`config.mk`:
```
export PLATFORM = sky130hd
export DESIGN_NAME = sid_top
export DESIGN_NICKNAME = d
export VERILOG_FILES = /design/src/rtl/sid_pkg.sv /design/src/rtl/sid_sync.sv /design/src/rtl/sid_pulse_gen.sv /design/src/rtl/sid_top.sv
export SDC_FILE = /design/constraint.sdc
export NUM_CORES = 1
export LEC_CHECK = 0
export BUFFER_PORTS_ARGS = -buffer_cell sky130_fd_sc_hd__buf_2
export CORE_AREA = 2 2 209 129
export DETAILED_ROUTE_END_ITERATION = 6
export DIE_AREA = 0 0 211 131
export PLACE_DENSITY = 0.6
export SLEW_MARGIN = 10
export SYNTH_ARGS = -nofsm -noshare
export SYNTH_HDL_FRONTEND = slang
export SYNTH_HIERARCHICAL = 1
export SYNTH_SLANG_ARGS = --single-unit
```
`constraint.sdc`:
```
create_clock -name clk_sys_i -period 9.65 [get_ports clk_sys_i]
set_input_delay 1.4475 -clock clk_sys_i [delete_from_list [all_inputs] [get_ports clk_sys_i]]
set_output_delay 1.4475 -clock clk_sys_i [all_outputs]
set_load 0.05 [all_outputs]
```
`src/rtl/sid_pkg.sv`:
```
// Constants and types for the safety input diagnostics block
//
// Contract
// RQ1 - Read each input on two channels, compare
// RQ2 - High only when both channels High
// RQ3 - Cyclically test High threshold, alarm on fail
// RQ4 - Test switch-to-Low, not pulse-only group
// RQ5 - Two pulse outputs with distinct signatures
// RQ6 - High input must carry assigned signature
// RQ7 - Alternating pulses expose cross-shorts
// RQ8 - Signature check only where pulse assigned
// RQ9 - Multi-contact sensor is AND of contacts
// RQ10 - Two NC contacts: High when both closed
// RQ11 - NO plus NC: NO actuated, NC released
// RQ12 - Time-out: valid combination within window
// RQ13 - Alarm if undefined longer than window
// RQ14 - Start test: pass Low after power-up
// RQ15 - Single-channel pulsed sensor needs assignment
// RQ16 - Latch alarm as flag, hold inputs Low
// RQ17 - Per-input parameters held in registers
package sid_pkg;

    // ------------------------------------------------------------
    // Sizes
    // ------------------------------------------------------------
    localparam int NUM_IN = 8;
    localparam int NUM_PAIR = NUM_IN / 2;
    localparam int SIG_W = 8;
    localparam logic [NUM_IN-1:0] PULSE_ONLY_INPUT_GROUP = 8'hf0;

    // ------------------------------------------------------------
    // Timing
    // ------------------------------------------------------------
    localparam int CLK_HZ = 10_000_000;
    localparam int TIMEOUT_MS = 500;
    localparam int TIMEOUT_CYC = CLK_HZ / 1000 * TIMEOUT_MS;
    localparam int TEST_PERIOD_CYC = 256;
    localparam int SETTLE_CYC = 4;
    localparam int CNT_W = 24;
    localparam int TST_W = 8;

    // ------------------------------------------------------------
    // Signatures driven by the two pulse outputs
    // ------------------------------------------------------------
    localparam logic [SIG_W-1:0] SIG_FIRST = 8'hc3;
    localparam logic [SIG_W-1:0] SIG_SECOND = 8'h3c;

    // ------------------------------------------------------------
    // Register map (byte addresses, one word each)
    // ------------------------------------------------------------
    localparam logic [5:0] A_XS_EN = 6'h00;
    localparam logic [5:0] A_PULSE_SEL = 6'h04;
    localparam logic [5:0] A_PAIR_MODE = 6'h08;
    localparam logic [5:0] A_TO_EN = 6'h0c;
    localparam logic [5:0] A_START_EN = 6'h10;
    localparam logic [5:0] A_STATE = 6'h14;
    localparam logic [5:0] A_IRQ_STAT = 6'h18;
    localparam logic [5:0] A_IRQ_MASK = 6'h1c;
    localparam logic [5:0] A_ALARM_CLR = 6'h20;

    // Pair mode: 0 none, 1 two NC, 2 NO plus NC
    localparam logic [1:0] PM_SINGLE = 2'h0;
    localparam logic [1:0] PM_NC_NC = 2'h1;
    localparam logic [1:0] PM_NO_NC = 2'h2;

    // Status bit positions
    localparam int ST_THRESH = 0;
    localparam int ST_LOWTEST = 1;
    localparam int ST_XSHORT = 2;
    localparam int ST_TIMEOUT = 3;
    localparam int ST_W = 4;

    typedef enum logic [1:0] {
        TS_IDLE,
        TS_THRESH,
        TS_LOW
    } sid_test_e;

endpackage

```
`src/rtl/sid_sync.sv`:
```
// Two-stage synchroniser for a vector of pin inputs
`timescale 1ns/1ps
`default_nettype none
module sid_sync #(
    parameter int W = 8
) (
    // Clock and reset
    input wire logic clk_sys_i,
    input wire logic reset_i,
    // Data
    input wire logic [W-1:0] d_i,
    output logic [W-1:0] q_o
);
    logic [W-1:0] s1_r;
    logic [W-1:0] s2_r;

    // Two flip-flops, first read only by the second
    always_ff @(posedge clk_sys_i or posedge reset_i) begin
        if (reset_i) begin
            s1_r <= '0;
            s2_r <= '0;
        end else begin
            s1_r <= d_i;
            s2_r <= s1_r;
        end
    end
    assign q_o = s2_r;
endmodule
`default_nettype wire

```
`src/rtl/sid_pulse_gen.sv`:
```
// Pulse output generator stamping two distinct signatures
`timescale 1ns/1ps
`default_nettype none
module sid_pulse_gen
    import sid_pkg::*;
(
    // Clock and reset
    input wire logic clk_sys_i,
    input wire logic reset_i,
    // Pulse outputs and signature phase
    output logic pulse_output_first_o,
    output logic pulse_output_second_o,
    output logic [2:0] phase_o
);
    logic [2:0] ph_r;
    logic [2:0] ph_nxt;
    logic p1_r;
    logic p1_nxt;
    logic p2_r;
    logic p2_nxt;

    // Step through signature bits
    always_comb begin
        ph_nxt = ph_r + 3'h1;
        p1_nxt = SIG_FIRST[ph_nxt]; // [RQ5]
        p2_nxt = SIG_SECOND[ph_nxt]; // [RQ5]
    end

    always_ff @(posedge clk_sys_i or posedge reset_i) begin
        if (reset_i) begin
            ph_r <= 3'h0;
            p1_r <= 1'b0;
            p2_r <= 1'b0;
        end else begin
            ph_r <= ph_nxt;
            p1_r <= p1_nxt;
            p2_r <= p2_nxt;
        end
    end
    assign pulse_output_first_o = p1_r;
    assign pulse_output_second_o = p2_r;
    assign phase_o = ph_r;
endmodule
`default_nettype wire

```
`src/rtl/sid_top.sv`:
```
// Safety input diagnostics with Avalon-MM register slave
`timescale 1ns/1ps
`default_nettype none
module sid_top
    import sid_pkg::*;
#(
    parameter int TIMEOUT_CYCLES = TIMEOUT_CYC
) (
    // Clock and reset
    input wire logic clk_sys_i,
    input wire logic reset_i,
    // Avalon-MM slave
    input wire logic [5:0] avs_address_i,
    input wire logic avs_read_i,
    input wire logic avs_write_i,
    input wire logic [31:0] avs_writedata_i,
    output logic [31:0] avs_readdata_o,
    output logic avs_waitrequest_o,
    // Field inputs, two channels each
    input wire logic [NUM_IN-1:0] in_ch_a_i,
    input wire logic [NUM_IN-1:0] in_ch_b_i,
    // Channel test injection and comparator threshold result
    input wire logic [1:0] thresh_ok_i,
    output logic test_low_o,
    output logic test_thresh_o,
    // Pulse outputs
    output logic pulse_output_first_o,
    output logic pulse_output_second_o,
    // Results
    output logic [NUM_IN-1:0] safe_state_o,
    output logic alarm_o,
    output logic irq_o
);
    // ------------------------------------------------------------
    // Synchronisers and pulse generator
    // ------------------------------------------------------------
    logic [NUM_IN-1:0] ch_a;
    logic [NUM_IN-1:0] ch_b;
    logic [1:0] thr_ok;
    logic p1;
    logic p2;
    logic [2:0] phase;

    sid_sync #(.W(NUM_IN)) u_sync_a (
        .clk_sys_i(clk_sys_i), .reset_i(reset_i),
        .d_i(in_ch_a_i), .q_o(ch_a)
    ); // [RQ1]
    sid_sync #(.W(NUM_IN)) u_sync_b (
        .clk_sys_i(clk_sys_i), .reset_i(reset_i),
        .d_i(in_ch_b_i), .q_o(ch_b)
    ); // [RQ1]
    sid_sync #(.W(2)) u_sync_t (
        .clk_sys_i(clk_sys_i), .reset_i(reset_i),
        .d_i(thresh_ok_i), .q_o(thr_ok)
    );
    sid_pulse_gen u_pulse (
        .clk_sys_i(clk_sys_i), .reset_i(reset_i),
        .pulse_output_first_o(p1), .pulse_output_second_o(p2),
        .phase_o(phase)
    );

    // ------------------------------------------------------------
    // Registers
    // ------------------------------------------------------------
    logic [NUM_IN-1:0] xs_en_r, xs_en_nxt;
    logic [NUM_IN-1:0] psel_r, psel_nxt;
    logic [2*NUM_PAIR-1:0] pmode_r, pmode_nxt;
    logic [NUM_PAIR-1:0] to_en_r, to_en_nxt;
    logic [NUM_IN-1:0] st_en_r, st_en_nxt;
    logic [ST_W-1:0] stat_r, stat_nxt;
    logic [ST_W-1:0] mask_r, mask_nxt;
    logic alarm_r, alarm_nxt;
    logic [31:0] rdata_r, rdata_nxt;
    logic wait_r, wait_nxt;
    logic irq_r, irq_nxt;
    logic [ST_W-1:0] ev;
    logic alarm_clr;
    logic [NUM_IN-1:0] safe_w;

    // Bus decode: one wait cycle, answer on second cycle
    always_comb begin
        xs_en_nxt = xs_en_r;
        psel_nxt = psel_r;
        pmode_nxt = pmode_r;
        to_en_nxt = to_en_r;
        st_en_nxt = st_en_r;
        mask_nxt = mask_r;
        rdata_nxt = rdata_r;
        alarm_clr = 1'b0;
        stat_nxt = stat_r;
        wait_nxt = 1'b1;
        if ((avs_read_i || avs_write_i) && wait_r) begin
            wait_nxt = 1'b0;
        end
        if (avs_write_i && !wait_r) begin
            case (avs_address_i) // [RQ17]
                A_XS_EN: xs_en_nxt = avs_writedata_i[NUM_IN-1:0];
                A_PULSE_SEL: psel_nxt = avs_writedata_i[NUM_IN-1:0];
                A_PAIR_MODE: pmode_nxt = avs_writedata_i[2*NUM_PAIR-1:0];
                A_TO_EN: to_en_nxt = avs_writedata_i[NUM_PAIR-1:0];
                A_START_EN: st_en_nxt = avs_writedata_i[NUM_IN-1:0];
                A_IRQ_STAT: stat_nxt = stat_r & ~avs_writedata_i[ST_W-1:0];
                A_IRQ_MASK: mask_nxt = avs_writedata_i[ST_W-1:0];
                A_ALARM_CLR: alarm_clr = avs_writedata_i[0];
                default: ;
            endcase
        end
        stat_nxt = stat_nxt | ev; // Set wins over clear
        if (avs_read_i && wait_r) begin
            case (avs_address_i)
                A_XS_EN: rdata_nxt = {24'h0, xs_en_r};
                A_PULSE_SEL: rdata_nxt = {24'h0, psel_r};
                A_PAIR_MODE: rdata_nxt = {24'h0, pmode_r};
                A_TO_EN: rdata_nxt = {28'h0, to_en_r};
                A_START_EN: rdata_nxt = {24'h0, st_en_r};
                A_STATE: rdata_nxt = {23'h0, alarm_r, safe_w};
                A_IRQ_STAT: rdata_nxt = {28'h0, stat_r};
                A_IRQ_MASK: rdata_nxt = {28'h0, mask_r};
                default: rdata_nxt = 32'h0;
            endcase
        end
        alarm_nxt = (alarm_r && !alarm_clr) || (|ev); // [RQ16]
        irq_nxt = |(stat_nxt & mask_nxt);
    end

    always_ff @(posedge clk_sys_i or posedge reset_i) begin
        if (reset_i) begin
            xs_en_r <= '0;
            psel_r <= '0;
            pmode_r <= '0;
            to_en_r <= '0;
            st_en_r <= '0;
            stat_r <= '0;
            mask_r <= '0;
            alarm_r <= 1'b0;
            rdata_r <= 32'h0;
            wait_r <= 1'b1;
            irq_r <= 1'b0;
        end else begin
            xs_en_r <= xs_en_nxt;
            psel_r <= psel_nxt;
            pmode_r <= pmode_nxt;
            to_en_r <= to_en_nxt;
            st_en_r <= st_en_nxt;
            stat_r <= stat_nxt;
            mask_r <= mask_nxt;
            alarm_r <= alarm_nxt;
            rdata_r <= rdata_nxt;
            wait_r <= wait_nxt;
            irq_r <= irq_nxt;
        end
    end

    // ------------------------------------------------------------
    // Cyclic channel tests
    // ------------------------------------------------------------
    sid_test_e ts_r, ts_nxt;
    logic [TST_W-1:0] tc_r, tc_nxt;
    logic thr_fail, low_fail;

    // Period, then threshold test, then Low switch test
    always_comb begin
        ts_nxt = ts_r;
        tc_nxt = tc_r + 8'h1;
        thr_fail = 1'b0;
        low_fail = 1'b0;
        case (ts_r)
            TS_IDLE: begin
                if (tc_r == 8'(TEST_PERIOD_CYC - 1)) begin
                    ts_nxt = TS_THRESH;
                    tc_nxt = 8'h0;
                end
            end
            TS_THRESH: begin
                if (tc_r == 8'(SETTLE_CYC - 1)) begin
                    thr_fail = ~&thr_ok; // [RQ3]
                    ts_nxt = TS_LOW;
                    tc_nxt = 8'h0;
                end
            end
            TS_LOW: begin
                if (tc_r == 8'(SETTLE_CYC - 1)) begin
                    // Injected Low must pull every tested path down
                    low_fail = |((ch_a | ch_b) & ~PULSE_ONLY_INPUT_GROUP); // [RQ4]
                    ts_nxt = TS_IDLE;
                    tc_nxt = 8'h0;
                end
            end
            default: begin
                ts_nxt = TS_IDLE;
                tc_nxt = 8'h0;
            end
        endcase
    end

    always_ff @(posedge clk_sys_i or posedge reset_i) begin
        if (reset_i) begin
            ts_r <= TS_IDLE;
            tc_r <= 8'h0;
        end else begin
            ts_r <= ts_nxt;
            tc_r <= tc_nxt;
        end
    end
    assign test_thresh_o = (ts_r == TS_THRESH);
    assign test_low_o = (ts_r == TS_LOW);

    // ------------------------------------------------------------
    // Per-input evaluation
    // ------------------------------------------------------------
    logic [NUM_IN-1:0] agree;
    logic [NUM_IN-1:0] xs_bad;
    logic [NUM_IN-1:0] seen_r, seen_nxt;
    logic [NUM_IN-1:0] hold_r, hold_nxt;
    logic [2:0] ph_d_r;
    logic testing;

    assign testing = (ts_r != TS_IDLE);
    genvar gi;
    generate
        for (gi = 0; gi < NUM_IN; gi++) begin : g_in
            logic exp;
            assign agree[gi] = ch_a[gi] & ch_b[gi]; // [RQ1] [RQ2]
            // Assigned pulse level as seen behind the synchroniser
            assign exp = psel_r[gi] ? SIG_SECOND[ph_d_r - 3'h1] :
                SIG_FIRST[ph_d_r - 3'h1];
            // Checked only while either channel High and pulse assigned
            assign xs_bad[gi] = xs_en_r[gi] && !testing &&
                (ch_a[gi] | ch_b[gi]) && !exp; // [RQ6] [RQ7] [RQ8] [RQ15]
        end
    endgenerate

    // Start test bookkeeping and signature held per input
    always_comb begin
        // Injected Low of the cyclic test does not count
        seen_nxt = seen_r | (~(ch_a | ch_b) &
            {NUM_IN{!testing && tc_r >= TST_W'(SETTLE_CYC)}}); // [RQ14]
        hold_nxt = hold_r | xs_bad;
    end

    always_ff @(posedge clk_sys_i or posedge reset_i) begin
        if (reset_i) begin
            seen_r <= '0;
            hold_r <= '0;
            ph_d_r <= 3'h0;
        end else begin
            seen_r <= seen_nxt;
            hold_r <= alarm_clr ? '0 : hold_nxt;
            ph_d_r <= phase;
        end
    end

    // ------------------------------------------------------------
    // Multi-contact pairs and time-out
    // ------------------------------------------------------------
    logic [CNT_W-1:0] toc_r [NUM_PAIR];
    logic [CNT_W-1:0] toc_nxt [NUM_PAIR];
    logic [NUM_PAIR-1:0] to_ev;
    logic [NUM_IN-1:0] comb_w;

    generate
        for (gi = 0; gi < NUM_PAIR; gi++) begin : g_pair
            logic c0, c1, ok, und;
            assign c0 = agree[2*gi];
            assign c1 = agree[2*gi+1];
            always_comb begin
                ok = c0 & c1; // [RQ9] [RQ10]
                und = c0 ^ c1;
                if (pmode_r[2*gi+:2] == PM_NO_NC) begin
                    ok = c0 & ~c1; // [RQ11]
                    und = c0 & c1;
                end
            end
            assign comb_w[2*gi] = (pmode_r[2*gi+:2] == PM_SINGLE) ? c0 : ok;
            assign comb_w[2*gi+1] =
                (pmode_r[2*gi+:2] == PM_SINGLE) ? c1 : ok;
            // Count time spent in an undefined combination
            always_comb begin
                toc_nxt[gi] = '0;
                if (to_en_r[gi] && und &&
                    pmode_r[2*gi+:2] != PM_SINGLE) begin // [RQ12]
                    toc_nxt[gi] = toc_r[gi];
                    if (toc_r[gi] <= CNT_W'(TIMEOUT_CYCLES)) begin
                        toc_nxt[gi] = toc_r[gi] + 24'h1;
                    end
                end
            end
            assign to_ev[gi] =
                (toc_r[gi] == CNT_W'(TIMEOUT_CYCLES)); // [RQ13]
            always_ff @(posedge clk_sys_i or posedge reset_i) begin
                if (reset_i) begin
                    toc_r[gi] <= '0;
                end else begin
                    toc_r[gi] <= toc_nxt[gi];
                end
            end
        end
    endgenerate

    assign ev = {|to_ev, |xs_bad, low_fail, thr_fail};
    // Held Low on alarm, cross-short, or missing start test
    assign safe_w = comb_w & ~hold_r & (seen_r | ~st_en_r) &
        {NUM_IN{~alarm_r}}; // [RQ14] [RQ16]

    // ------------------------------------------------------------
    // Registered outputs
    // ------------------------------------------------------------
    logic [NUM_IN-1:0] safe_r;
    always_ff @(posedge clk_sys_i or posedge reset_i) begin
        if (reset_i) begin
            safe_r <= '0;
        end else begin
            safe_r <= testing ? safe_r : safe_w;
        end
    end
    assign safe_state_o = safe_r;
    assign alarm_o = alarm_r;
    assign irq_o = irq_r;
    assign avs_readdata_o = rdata_r;
    assign avs_waitrequest_o = wait_r;
    assign pulse_output_first_o = p1;
    assign pulse_output_second_o = p2;
endmodule
`default_nettype wire

```
-- Yosys cells after proc, flatten, opt, wreduce, memory -nomap -nowiden
Memory sizes are Yosys's and may differ from the RTL's. A register that Yosys moved wholly into a read port is not among the register bits.
Cells that the tools add are included.
Widths: inputs -> output; s select.
- memories: 4
- bits in registers: 251
- memory bits (read-only): 32
- logic and storage cells: 249
- bits of input ports: 60
- memories (name ; depth ; bits a word ; read ports ; clocked after Yosys merged registers in ; wr ports ; RTL line ; text):
    (name not given) ; 8 ; 1 ; 1 ; 0 ; 0 ; sid_top.sv:226 ; SIG_FIRST[ph_d_r - 3'h1];
    (name not given) ; 8 ; 1 ; 1 ; 0 ; 0 ; sid_top.sv:225 ; assign exp = psel_r[gi] ? SIG_SECOND[ph_d_r - 3'h1] :
    (name not given) ; 8 ; 1 ; 1 ; 1 ; 0 ; sid_pulse_gen.sv:25 ; p1_nxt = SIG_FIRST[ph_nxt];
    (name not given) ; 8 ; 1 ; 1 ; 1 ; 0 ; sid_pulse_gen.sv:26 ; p2_nxt = SIG_SECOND[ph_nxt];
- bitwise operators: 48
- multiplexer cells: 54
- magnitude comparators: 6
- reduce and logical (&&, ||, !) cells: 75
- $add $sub $neg: 7
- equal/unequal tests: 27
- operator list (kind ; count):
    $mux 24 ; 8
    $add 24x1->24 const B ; 4
    $eq 24x23->1 const B ; 4
    $le 24x23->1 const B ; 4
    $pmux 9 s8 ; 1
    $logic_and 1x1->1 ; 37
    $mux 1 ; 33
    $and 8x8->8 ; 4
    $or 8x8->8 ; 4
    $eq 6x5->1 const B ; 4
    $mux 8 ; 3
    $not 8->8 ; 3
    $and 1x1->1 ; 16
    $mux 4 ; 4
    $pmux 8 s2 ; 1
    $reduce_or 14->1 ; 1
    $eq 6x4->1 const B ; 2
    $logic_not 1->1 ; 12
    $ne 2x1->1 const B ; 6
    $reduce_and 2->1 ; 6
    $reduce_or 4->1 ; 3
    $eq 2x2->1 const B ; 5
    $logic_not 2->1 ; 5
    $reduce_bool 2->1 ; 5
    other kinds (24) ; 42

-- Depth between registers and ports, before layout
Gate-level depths: netlist (run 1).
- word-level depth: 10
- depth in mapped cells: 10
- depth with buffers taken out: 8

-- By module
Netlist (run 1), hierarchy kept.
- by module, submodules not included (module ; area each (sq um) ; times used ; cells an instance ; sequential area each (sq um)):
    sid_top ; 10312.4 ; 1 ; 1106 ; 4730.8
    sid_sync at u_sync_a ... ; 404.1 ; 2 ; 17 ; 400.4
    sid_pulse_gen ; 203.9 ; 1 ; 11 ; 125.1
    sid_sync at u_sync_t ; 103.8 ; 1 ; 5 ; 100.1

-- Least setup slack after synthesis (run 1)
Ideal clock, no wire load.
- path kind: input to register
- start: input avs_address_i[4]
- end: register irq_r, in the netlist irq_o
- arrival time: 3.127 ns
- slack: 6.383 ns
- setup time: 0.140 ns
- required time: 9.510 ns
- stages: 8
- path through: clkbuf_1 nor2b_1 and3_1 and2_1 clkbuf_1 mux2_2 a22oi_1 o2111ai_1
- elaborated cells on any way between the ends: 9
- classes of those cells: 2 x eq/ne; 4 x mux; 2 x bitwise; 1 x reduce/logical
- RTL lines (item ; RTL line ; text):
    start, declared ; sid_top.sv:13 ; input wire logic [5:0] avs_address_i,
    $eq 6x5->1 ; sid_top.sv:96 ; case (avs_address_i)
    $mux 4 ; sid_top.sv:96 ;
    $mux 4 ; sid_top.sv:95 ; if (avs_write_i && !wait_r) begin
    via mask_nxt[1] ; sid_top.sv:71 ; logic [ST_W-1:0] mask_r, mask_nxt;
    $and 4x4->4 ; sid_top.sv:123 ; irq_nxt = |(stat_nxt & mask_nxt);
    $reduce_or 4->1 ; sid_top.sv:123 ;
    via irq_nxt ; sid_top.sv:75 ; logic irq_r, irq_nxt;
    end signal, assigned ; sid_top.sv:150 ; irq_r <= irq_nxt;
    end, declared ; sid_top.sv:75 ;
The timed path passes the listed nets, and every way through them passes these cells.
A chain may end at the register's enable or synchronous reset.

-- Final worst setup path (run 1)
- start: input avs_address_i[1]
- end: register xs_en_r[5]
- word-level cells in the longest chain between the ends: 2
- ends and longest elaborated chain (item ; RTL line ; text):
    $logic_not 6->1 ; sid_top.sv:96 ;
    $reduce_and 2->1 (no line) ; - ;
    end signal, assigned ; sid_top.sv:140 ; xs_en_r <= xs_en_nxt;
    end, declared ; sid_top.sv:65 ; logic [NUM_IN-1:0] xs_en_r, xs_en_nxt;
Every way passes these cells.

==> run_results.csv, run 1 <==
group,metric,value,unit
run_status,status,"completed",
routing,drc,0,
global_route,grt_usage,20.6,%
yosys,synth.top_cells.by_area,"dfrtp_1, nand2_1, a21oi_1, o21ai_0, mux2_2",
layout,drive_gt1_share,13.6,%
layout,num_antenna_cells,0,
sta,fin_setup_tns,0,ns
power_and_ir_drop,leakagePower,5.57,nW
yosys,synth-seq-area-share,50.4,%
place,port_buffers,59,
worst_setup_path,critPathMaxStageDelay,0.61,ns
power_and_ir_drop,peakVddDrop,0.141,mV
worst_setup_path,cp_cell_sequence,"buf_2 -> or4_1 -> nor3_2 -> nand2_1 -> mux2_2",
power_and_ir_drop,p_switching,0.516,mW
place,place_congestion,0.847,
worst_setup_path,critPathRequiredTime,10.06,ns
clock_tree,numClockSinks,230,
die,start_util,44.2,%
routing,ant_nets,0,
clock_tree,clk_latency,0.53,ns
die,ios,107,
power_and_ir_drop,pwr-share-seq,46.3,%
yosys,synth_area_leader_cell,"dfrtp_1",
worst_setup_path,cp-start-kind,"input pin",
global_route,grt.busiest_layer,"met1",
sta,min_period,3.35,ns
yosys,async_reset_ff_share,100,%
worst_setup_path,crit_fanout,11,
yosys,synth.avg_cell_area,9.89,µm²
sta,clock_skew,0.0127,ns
worst_setup_path,crit_slowest_cell,"nor3_2",
clock_tree,clk_pin_slew,0.06,ns
layout,area.growth.synth_to_final,12.4,%
global_route,met3_usage,3.97,%
sta,hold_violations,0,
clock_tree,cts-resized-gates,0,
clock_tree,clockRootBuffer,"clkbuf_16",
yosys,yosys_warnings,6,
sta,final_max_slew_viol_count,0,
worst_setup_path,cp.arrival,3.76,ns
min_path,min_path_type,"flop to flop",
yosys,netlist_area,11400,µm²
sta,timing.final.crit_share,34.8,%
global_route,antenna_found_initial,0,
die,die_w,211,µm
power_and_ir_drop,p_total,2.24,mW
die,die-height,131,µm
die,num_rows,46,
clock_tree,post_cts_buffers,0,
clock_tree,numCtsBuffers,23,
clock_tree,tritoncts,"yes",
power_and_ir_drop,combinationalPowerShare,6.1,%
clock_tree,h-tree-depth,1,
global_route,globalRouteOverflowTotal,0,
layout,final_util,49.7,%
clock_tree,cts_buffer_depth,3,
flow_run,cap_violations,0,
worst_setup_path,crit_type,"input pin to flop",
yosys,ys_seq_elements,230,
routing,finalWirelength,27800,µm
routing,wire_per_inst,17.8,µm
yosys,netlist_top_cells_count,"dfrtp_1, nand2_1, nor2_1",
global_route,grt_pass1_wl,45100,µm
clock_tree,hold_buffers,0,
sta,rsz0062_at_grt,"no",
routing,drt_iter0_drc,782,
routing,vias,8758,
yosys,synth_top_area_share,50.1,%
global_route,grtUsageMet2,28.2,%
die,core-area,25800,µm²
sta,tightestPinTransition,1.35,ns
sta,max_freq,298,MHz
power_and_ir_drop,power_density,174,nW/µm²
global_route,grt_use_met1,33.6,%
sta,relSlewSlack,8.96,%
sta,setup_viol,0,
yosys,synthCells,1156,
global_route,grt_max_degree,121,
power_and_ir_drop,switching_share,23.0,%
routing,drtPass1Iterations,5,
routing,via_per_inst,5.62,
power_and_ir_drop,power_frac_clock,47.6,%
layout,finalNetCount,1287,
place,hpwl,19500,µm
yosys,ys.flop_type,"dfrtp_1",
global_route,grt_pass1_vias,8103,
yosys,synth_edf_count,0,
worst_setup_path,endpoint_kind,"flop",
yosys,ys_types,75,
die,die_area,27600,µm²
power_and_ir_drop,p_int,1.72,mW
yosys,synth.most_common_cell,"dfrtp_1",
[worst max-delay path, delay by kind of cell]
kind                   cells  cell delay (ns)
muxes                      1             0.44
and+or+nand+nor            3             1.75
buffers and inverters      1             0.12
[registers in the layout (all words and copies together) (netlist names), 3 cells and up]
| name | cells |
|---|---|
| stat_r | 4 |
| u_sync_a/q_o | 8 |
| pmode_r | 8 |
| u_sync_b/q_o | 8 |
| toc_r | 96 |
| safe_state_o | 8 |
| tc_r | 8 |
| u_sync_b/s1_r | 8 |
| u_sync_a/s1_r | 8 |
| seen_r | 8 |
| psel_r | 8 |
| u_pulse/phase_o | 3 |
| ph_d_r | 3 |
| to_en_r | 4 |
| hold_r | 8 |
| xs_en_r | 8 |
| mask_r | 4 |
| avs_readdata_o | 9 |
| st_en_r | 8 |
[area by class of cell]
type	count	area, µm²
fill	2373	13000
multi-input combinational	841	5260
clock buffer	27	621
tap	336	420
sequential	230	5760
inverter	48	188
timing repair buffer	62	318
clock inverter	15	284
[power groups by stage]
stage	Sequential (mW)	Clock, mW	Combinational (mW)
after floorplan	1.05	0	0.103
after global placement	1.05	0	0.135
after detailed placement	1.05	0	0.137
after CTS	1.04	1.09	0.137
after global routing	1.04	1.12	0.152
final	1.04	1.07	0.136
[metrics by stage]
stage	hold WS, ns	std cells	setup slack (ns)	area [µm²]
floorplan	0.331	1178	3.06	11500
global placement	0.332	1517	5.77	11900
detailed placement	0.335	1517	5.76	11900
CTS	0.349	1559	6.30	12800
global route	0.352	1559	6.16	12800
finish	0.347	1559	6.30	12800
[kinds of logic (layout without fill, tap and decap cells)]
| kind of cell | Yosys count | after routing | share of synthesized area, % |
|---|---|---|---|
| AOI/OAI and AO/OA | 247 | 247 | 13.6 |
| and+or+nand+nor | 465 | 465 | 21.6 |
| muxes | 47 | 47 | 4.43 |
| buffers and inverters | 107 | 152 | 4.36 |
| adders and majority gates | 21 | 21 | 2.30 |
| xor gates and xnor gates | 38 | 38 | 3.32 |
| DFF | 230 | 230 | 50.4 |
| other | 1 | 23 | 0.0328 |
[cells in the final DEF (no fill, tap or decap), drive strengths merged, types with 9 or more instances in the layout]
cell type,n
nor2,80
xnor2,26
or3,32
or4,11
nand2,128
and3,20
nand2b,18
nor4b,9
a22oi,14
nor3,25
nand4,34
o21a,12
o21ai,74
and2,17
mux2,29
and4,10
dfrtp,229
ha,21
a21oi,72
buf,62
conb,23
inv,49
nand3,41
xor2,9
clkbuf,27
mux2i,18
[metal layers]
| metal | wire length, µm | vias up | share of wire [%] |
|---|---|---|---|
| li1 | - | 4217 | - |
| met1 | 14900 | 4291 | 53 |
| met2 | 11000 | 222 | 40 |
| met3 | 1590 | 28 | 5.7 |
| met4 | 352 | 0 | 1.3 |
| met5 | 0 | - | 0 |
[final timing paths]
kind / startpoint / end / slack (ns) / cells past startpoint
setup / recovery: avs_address_i[1] / xs_en_r[5] / 6.30 / 5
hold reg to reg: u_sync_b/s1_r[7] / u_sync_b/q_o[7] / 0.35 / 0
setup reg to reg: toc_r[0] / toc_r[14] / 6.71 / 8
max in group asynchronous: reset_i / toc_r[51] / 7.06 / 3
min in group asynchronous: reset_i / u_sync_t/s1_r[0] / 0.89 / 2
hold / removal: u_sync_b/s1_r[7] / u_sync_b/q_o[7] / 0.35 / 0
Note: power is estimated with default switching activity, not from simulation.
==> run 2: changes to the inputs <==
ABC_AREA = 1   (was unset)
CORE_AREA = 2 2 223 137   (was 2 2 209 129)
DIE_AREA = 0 0 225 139   (was 0 0 211 131)
PLACE_DENSITY = 0.62   (was 0.6)
clock period = 2.9 ns   (was 9.65 ns; I/O delays follow)
==> run_results.csv, run 2 <==
group,metric,value,unit
place,port_buffers,59,
layout,num_antenna_cells,0,
worst_setup_path,crit_type,"flop to flop",
sta,timing.final.ws_setup,0.520,ns
routing,vias,11200,
worst_setup_path,endpoint_kind,"flop",
sta,hold_violations,0,
place,place_congestion,0.911,
place,placedCellCount,2079,
power_and_ir_drop,power_density,498,nW/µm²
die,core-area,29400,µm²
sta,min_period,2.38,ns
power_and_ir_drop,peakVddDrop,0.418,mV
clock_tree,post_cts_buffers,0,
die,ios,107,
min_path,min_path_type,"input pin to flop",
global_route,grt_usage,22.7,%
routing,wire_per_inst,16.3,µm
sta,hold_ws,0.0695,ns
clock_tree,clockRootBuffer,"clkbuf_16",
yosys,netlist_area,13000,µm²
routing,ant_nets,0,
global_route,globalRouteOverflowTotal,0,
layout,final_common_cell,"nand2_1",
power_and_ir_drop,p_total,7.30,mW
clock_tree,cts_buffer_depth,3,
worst_setup_path,critPathRequiredTime,3.31,ns
die,die_w,225,µm
min_path,hp-start,"avs_read_i",
layout,n_fill_cell,2834,
global_route,antenna_found_initial,0,
clock_tree,h-tree-depth,1,
clock_tree,numClockSinks,230,
layout,area.growth.synth_to_final,12.5,%
die,die_area,31300,µm²
yosys,netlist_top_cells_count,"nand2_1, dfrtp_1, nor2_1",
place,dp_slack,0.517,ns
run_status,status,"completed",
yosys,synth.avg_cell_area,7.83,µm²
layout,regMostFlops,"toc_r",
global_route,grt_pass1_wl,56400,µm
yosys,synth.most_common_cell,"nand2_1",
sta,final_max_slew_viol_count,0,
routing,finalWirelength,34900,µm
yosys,synth_area_leader_cell,"dfrtp_1",
sta,rsz0062_at_grt,"no",
yosys,synth_edf_count,0,
layout,drive_gt1_share,13.0,%
die,die-height,139,µm
clock_tree,tritoncts,"yes",
place,hpwl,25200,µm
sta,timing.final.crit_share,82.1,%
yosys,synth.top_cells.by_area,"dfrtp_1, nand2_1, nor2_1, nand3_1, inv_1",
layout,regArea,5760,µm²
layout,fin_cells,2141,
routing,via_per_inst,5.25,
worst_setup_path,cp.arrival,2.79,ns
die,start_util,44.4,%
worst_setup_path,crit_fanout,34,
clock_tree,cts-resized-gates,0,
sta,tightestPinTransition,0.839,ns
power_and_ir_drop,leakagePower,6.60,nW
yosys,ys_types,47,
worst_setup_path,cp-start-kind,"flop",
sta,fin_setup_tns,0,ns
flow_run,cap_violations,0,
routing,drc,0,
sta,clock_skew,0.0190,ns
sta,relSlewSlack,44.0,%
yosys,synth-seq-area-share,44.2,%
sta,setup_viol,0,
yosys,ys_seq_elements,230,
routing,drtPass1Iterations,5,
yosys,ys.flop_type,"dfrtp_1",
sta,max_freq,420,MHz
die,num_rows,49,
layout,final_cell_mix,"nand2_1, dfrtp_1, nor2_1",
yosys,yosys_warnings,6,
layout,multi_input_area,6240,µm²
clock_tree,numCtsBuffers,24,
global_route,grt_max_degree,128,
layout,finalNetCount,1823,
worst_setup_path,critPathLaunch,"u_sync_a/q_o[0]",
worst_setup_path,reg2reg_from,"u_sync_a/q_o[0]",
clock_tree,clk_latency,0.55,ns
global_route,grt_pass1_vias,10400,
clock_tree,hold_buffers,19,
layout,largest_reg_flops,96,
yosys,async_reset_ff_share,100,%
yosys,synthCells,1664,
yosys,synth_top_area_share,44.0,%
clock_tree,clk_pin_slew,0.06,ns
routing,drt_iter0_drc,1030,
[run 2: path summary, 6_finish.rpt]
path	endpoint	slack [ns]	cells past startpoint
setup / recovery	toc_r[89]	0.52	9
hold / removal	avs_waitrequest_o	0.07	2
setup reg to reg	toc_r[89]	0.52	9
hold reg to reg	u_sync_b/q_o[6]	0.35	0
max in group asynchronous	toc_r[23]	1.54	4
min in group asynchronous	u_pulse/pulse_output_second_o	0.39	3
[run 2: cells by family after synthesis]
family | after synthesis | synth area share, %
AO/OA/AOI/OAI | 186 | 9.58
XOR/XNOR | 77 | 5.18
adder cells (fa/ha/maj) | 21 | 2.02
buffers and inverters | 244 | 8.53
flip-flops | 230 | 44.2
other | 1 | 0.0288
AND/OR/NAND/NOR | 905 | 30.5
[run 2: final cells by class]
type	count	area share (%)
tap	382	3.26
clock buffer	33	4.74
clock inverter	10	1.31
sequential	230	39.3
multi-input combinational	1212	42.6
inverter	183	4.75
timing repair buffer	91	4.06
[run 2: per-stage QoR]
stage	cell area [µm²]	util, %
floorplan	13100	-
global placement	13600	46.2
detailed placement	13600	46.2
CTS	14700	49.9
global route	14700	49.9
finish	14700	49.9
[run 2: report_power, final]
part           internal, mW  switching (mW)
Sequential             3.30          0.0702
Clock                  2.12            1.36
Combinational         0.118           0.333
[run 2: layer usage]
layer  track usage, %  vias to the layer above  wire [µm]
li1                 -                     5465          -
met1             37.3                     5379      18000
met2             29.0                      354      13300
met3             5.76                       41       3000
met4             4.91                        0        632
met5                0                        -          0
[run 2: worst max-delay path, stage by stage, from the launching register on]
cell and delay [ns]:
dfrtp_1 0.37, nand2_1 0.12, inv_1 0.09, ha_1 0.30, o21ai_1 0.14, nand2_1 0.07, nor2_2 0.35, nand3_4 0.49
nand2_1 0.22, o21ai_2 0.07
==> run 3: changes to the inputs <==
ABC_AREA = 0   (was 1)
CORE_AREA = 2 2 209 129   (was 2 2 223 137)
DIE_AREA = 0 0 211 131   (was 0 0 225 139)
PLACE_DENSITY = 0.6   (was 0.62)
clock period = 2.2 ns   (was 2.9 ns; I/O delays follow)
==> run_results.csv, run 3 (synthesized netlist as in run 1, its figures left out) <==
group,metric,value,unit
run_status,status,"complete, but fails checks",
run_status,violations,"negative setup slack",
clock_tree,clk_latency,0.54,ns
power_and_ir_drop,leakagePower,6.46,nW
clock_tree,numCtsBuffers,23,
layout,finalNetCount,1448,
worst_setup_path,critPathRequiredTime,2.66,ns
routing,drc,0,
min_path,whs_path_depth,2,
clock_tree,clk_pin_slew,0.07,ns
power_and_ir_drop,peakVddDrop,0.752,mV
min_path,whs_endpoint,"pmode_r[1]",
global_route,globalRouteOverflowTotal,0,
layout,final_common_cell,"dfrtp_1",
layout,drive_gt1_share,27.7,%
min_path,min_path_type,"input pin to flop",
place,placedCellCount,1636,
worst_setup_path,rrSetupSlack,-0.1,ns
routing,drtPass1Iterations,6,
clock_tree,numClockSinks,230,
sta,rsz0062_at_grt,"yes",
place,port_buffers,59,
place,hpwl,23000,µm
power_and_ir_drop,power_density,666,nW/µm²
layout,area.growth.synth_to_final,27.5,%
global_route,grt_pass1_vias,8895,
worst_setup_path,crit_type,"flop to flop",
layout,fin_cells,1720,
worst_setup_path,reg2reg_from,"toc_r[68]",
flow_run,cap_violations,0,
clock_tree,tritoncts,"yes",
global_route,grt_usage,23.3,%
routing,drt_iter0_drc,859,
clock_tree,h-tree-depth,1,
sta,hold_violations,0,
clock_tree,clockRootBuffer,"clkbuf_16",
routing,vias,9603,
routing,via_per_inst,5.58,
worst_setup_path,worstReg2RegEnd,"toc_r[69]",
worst_setup_path,r2r_cells,6,
global_route,antenna_found_initial,4,
die,die-height,131,µm
layout,largest_reg_flops,96,
sta,max_freq,435,MHz
sta,setup_viol,12,
global_route,grt_max_degree,67,
sta,fin_setup_tns,-0.645,ns
worst_setup_path,cp-start-kind,"flop",
sta,timing.final.crit_share,104,%
worst_setup_path,cp.arrival,2.76,ns
die,core-area,25800,µm²
layout,num_antenna_cells,0,
die,die_w,211,µm
sta,timing.final.ws_setup,-0.0983,ns
layout,regMostFlops,"toc_r",
global_route,grt_pass1_wl,50000,µm
place,place_congestion,0.891,
sta,relSlewSlack,58.8,%
routing,wire_per_inst,18.6,µm
die,num_rows,46,
power_and_ir_drop,p_total,9.71,mW
sta,tightestPinTransition,0.618,ns
worst_setup_path,endpoint_kind,"flop",
die,ios,107,
sta,clock_skew,0.0135,ns
sta,final_max_slew_viol_count,0,
layout,final_cell_mix,"dfrtp_1, nand2_1, buf_4",
die,start_util,44.2,%
routing,finalWirelength,32000,µm
min_path,hp-start,"avs_writedata_i[1]",
die,die_area,27600,µm²
routing,ant_nets,0,
sta,hold_ws,0.0811,ns
worst_setup_path,crit_fanout,7,
clock_tree,cts_buffer_depth,3,
sta,min_period,2.30,ns
[run 3: layer usage]
metal | GRT usage, % | part of all wire [%]
met2 | 29.5 | 37
met1 | 38.5 | 54
met3 | 6.74 | 7.8
met4 | 3.60 | 1.1
met5 | 0 | 0.091
[run 3: power breakdown]
part           internal (mW)  leakage, nW  switching [mW]
clock                   2.68        0.412            1.76
sequential              4.40         2.99           0.174
combinational          0.248         3.05           0.436
total                   7.34         6.46            2.37
[run 3: how the worst max path moves through the flow]
stage | slack [ns] | from | end
after floorplan | -0.56 | reset_i | alarm_o
after global placement | -0.19 | ph_d_r[0] | irq_o
after detailed placement | -0.21 | ph_d_r[1] | irq_o
after CTS | -0.09 | ph_d_r[1] | irq_o
after global routing | -0.17 | ph_d_r[1] | irq_o
final | -0.1 | toc_r[68] | toc_r[69]
[run 3: critical path: stages (launching register included)]
cell and delay, ns:
dfrtp_1 0.38, or4_4 0.58, nor3_4 0.19, and4_4 0.25, o21ba_4 0.19, or4_4 0.52, a21oi_2 0.12
[run 3: layout make-up]
class,count,area [µm²]
clock buffers,29,648
clock inverters,13,205
fillers,2244,11300
inverters,48,184
multi-input cells,841,5670
flip-flops and latches,230,5760
well taps,336,420
repair buffers,223,1690
[run 3: per-stage QoR]
step / util, % / worst slack, ns / area [µm²]
2_1_floorplan: - / -0.564 / 11500
3_3_place_gp: 49.7 / -0.193 / 12900
3_5_place_dp: 49.7 / -0.208 / 12900
4_1_cts: 54.5 / -0.0858 / 14100
5_1_grt: 56.4 / -0.174 / 14600
6_report: 56.4 / -0.0983 / 14600
[run 3: repair_timing]
action                                 CTS  global route
setup buffers                           10            10
endpoints found under the hold margin   67             0
setup endpoints to repair               38            63
cloned                                   1             1
gates resized for setup                 21           100
pin swaps                               19            49
hold buffers                            21             0
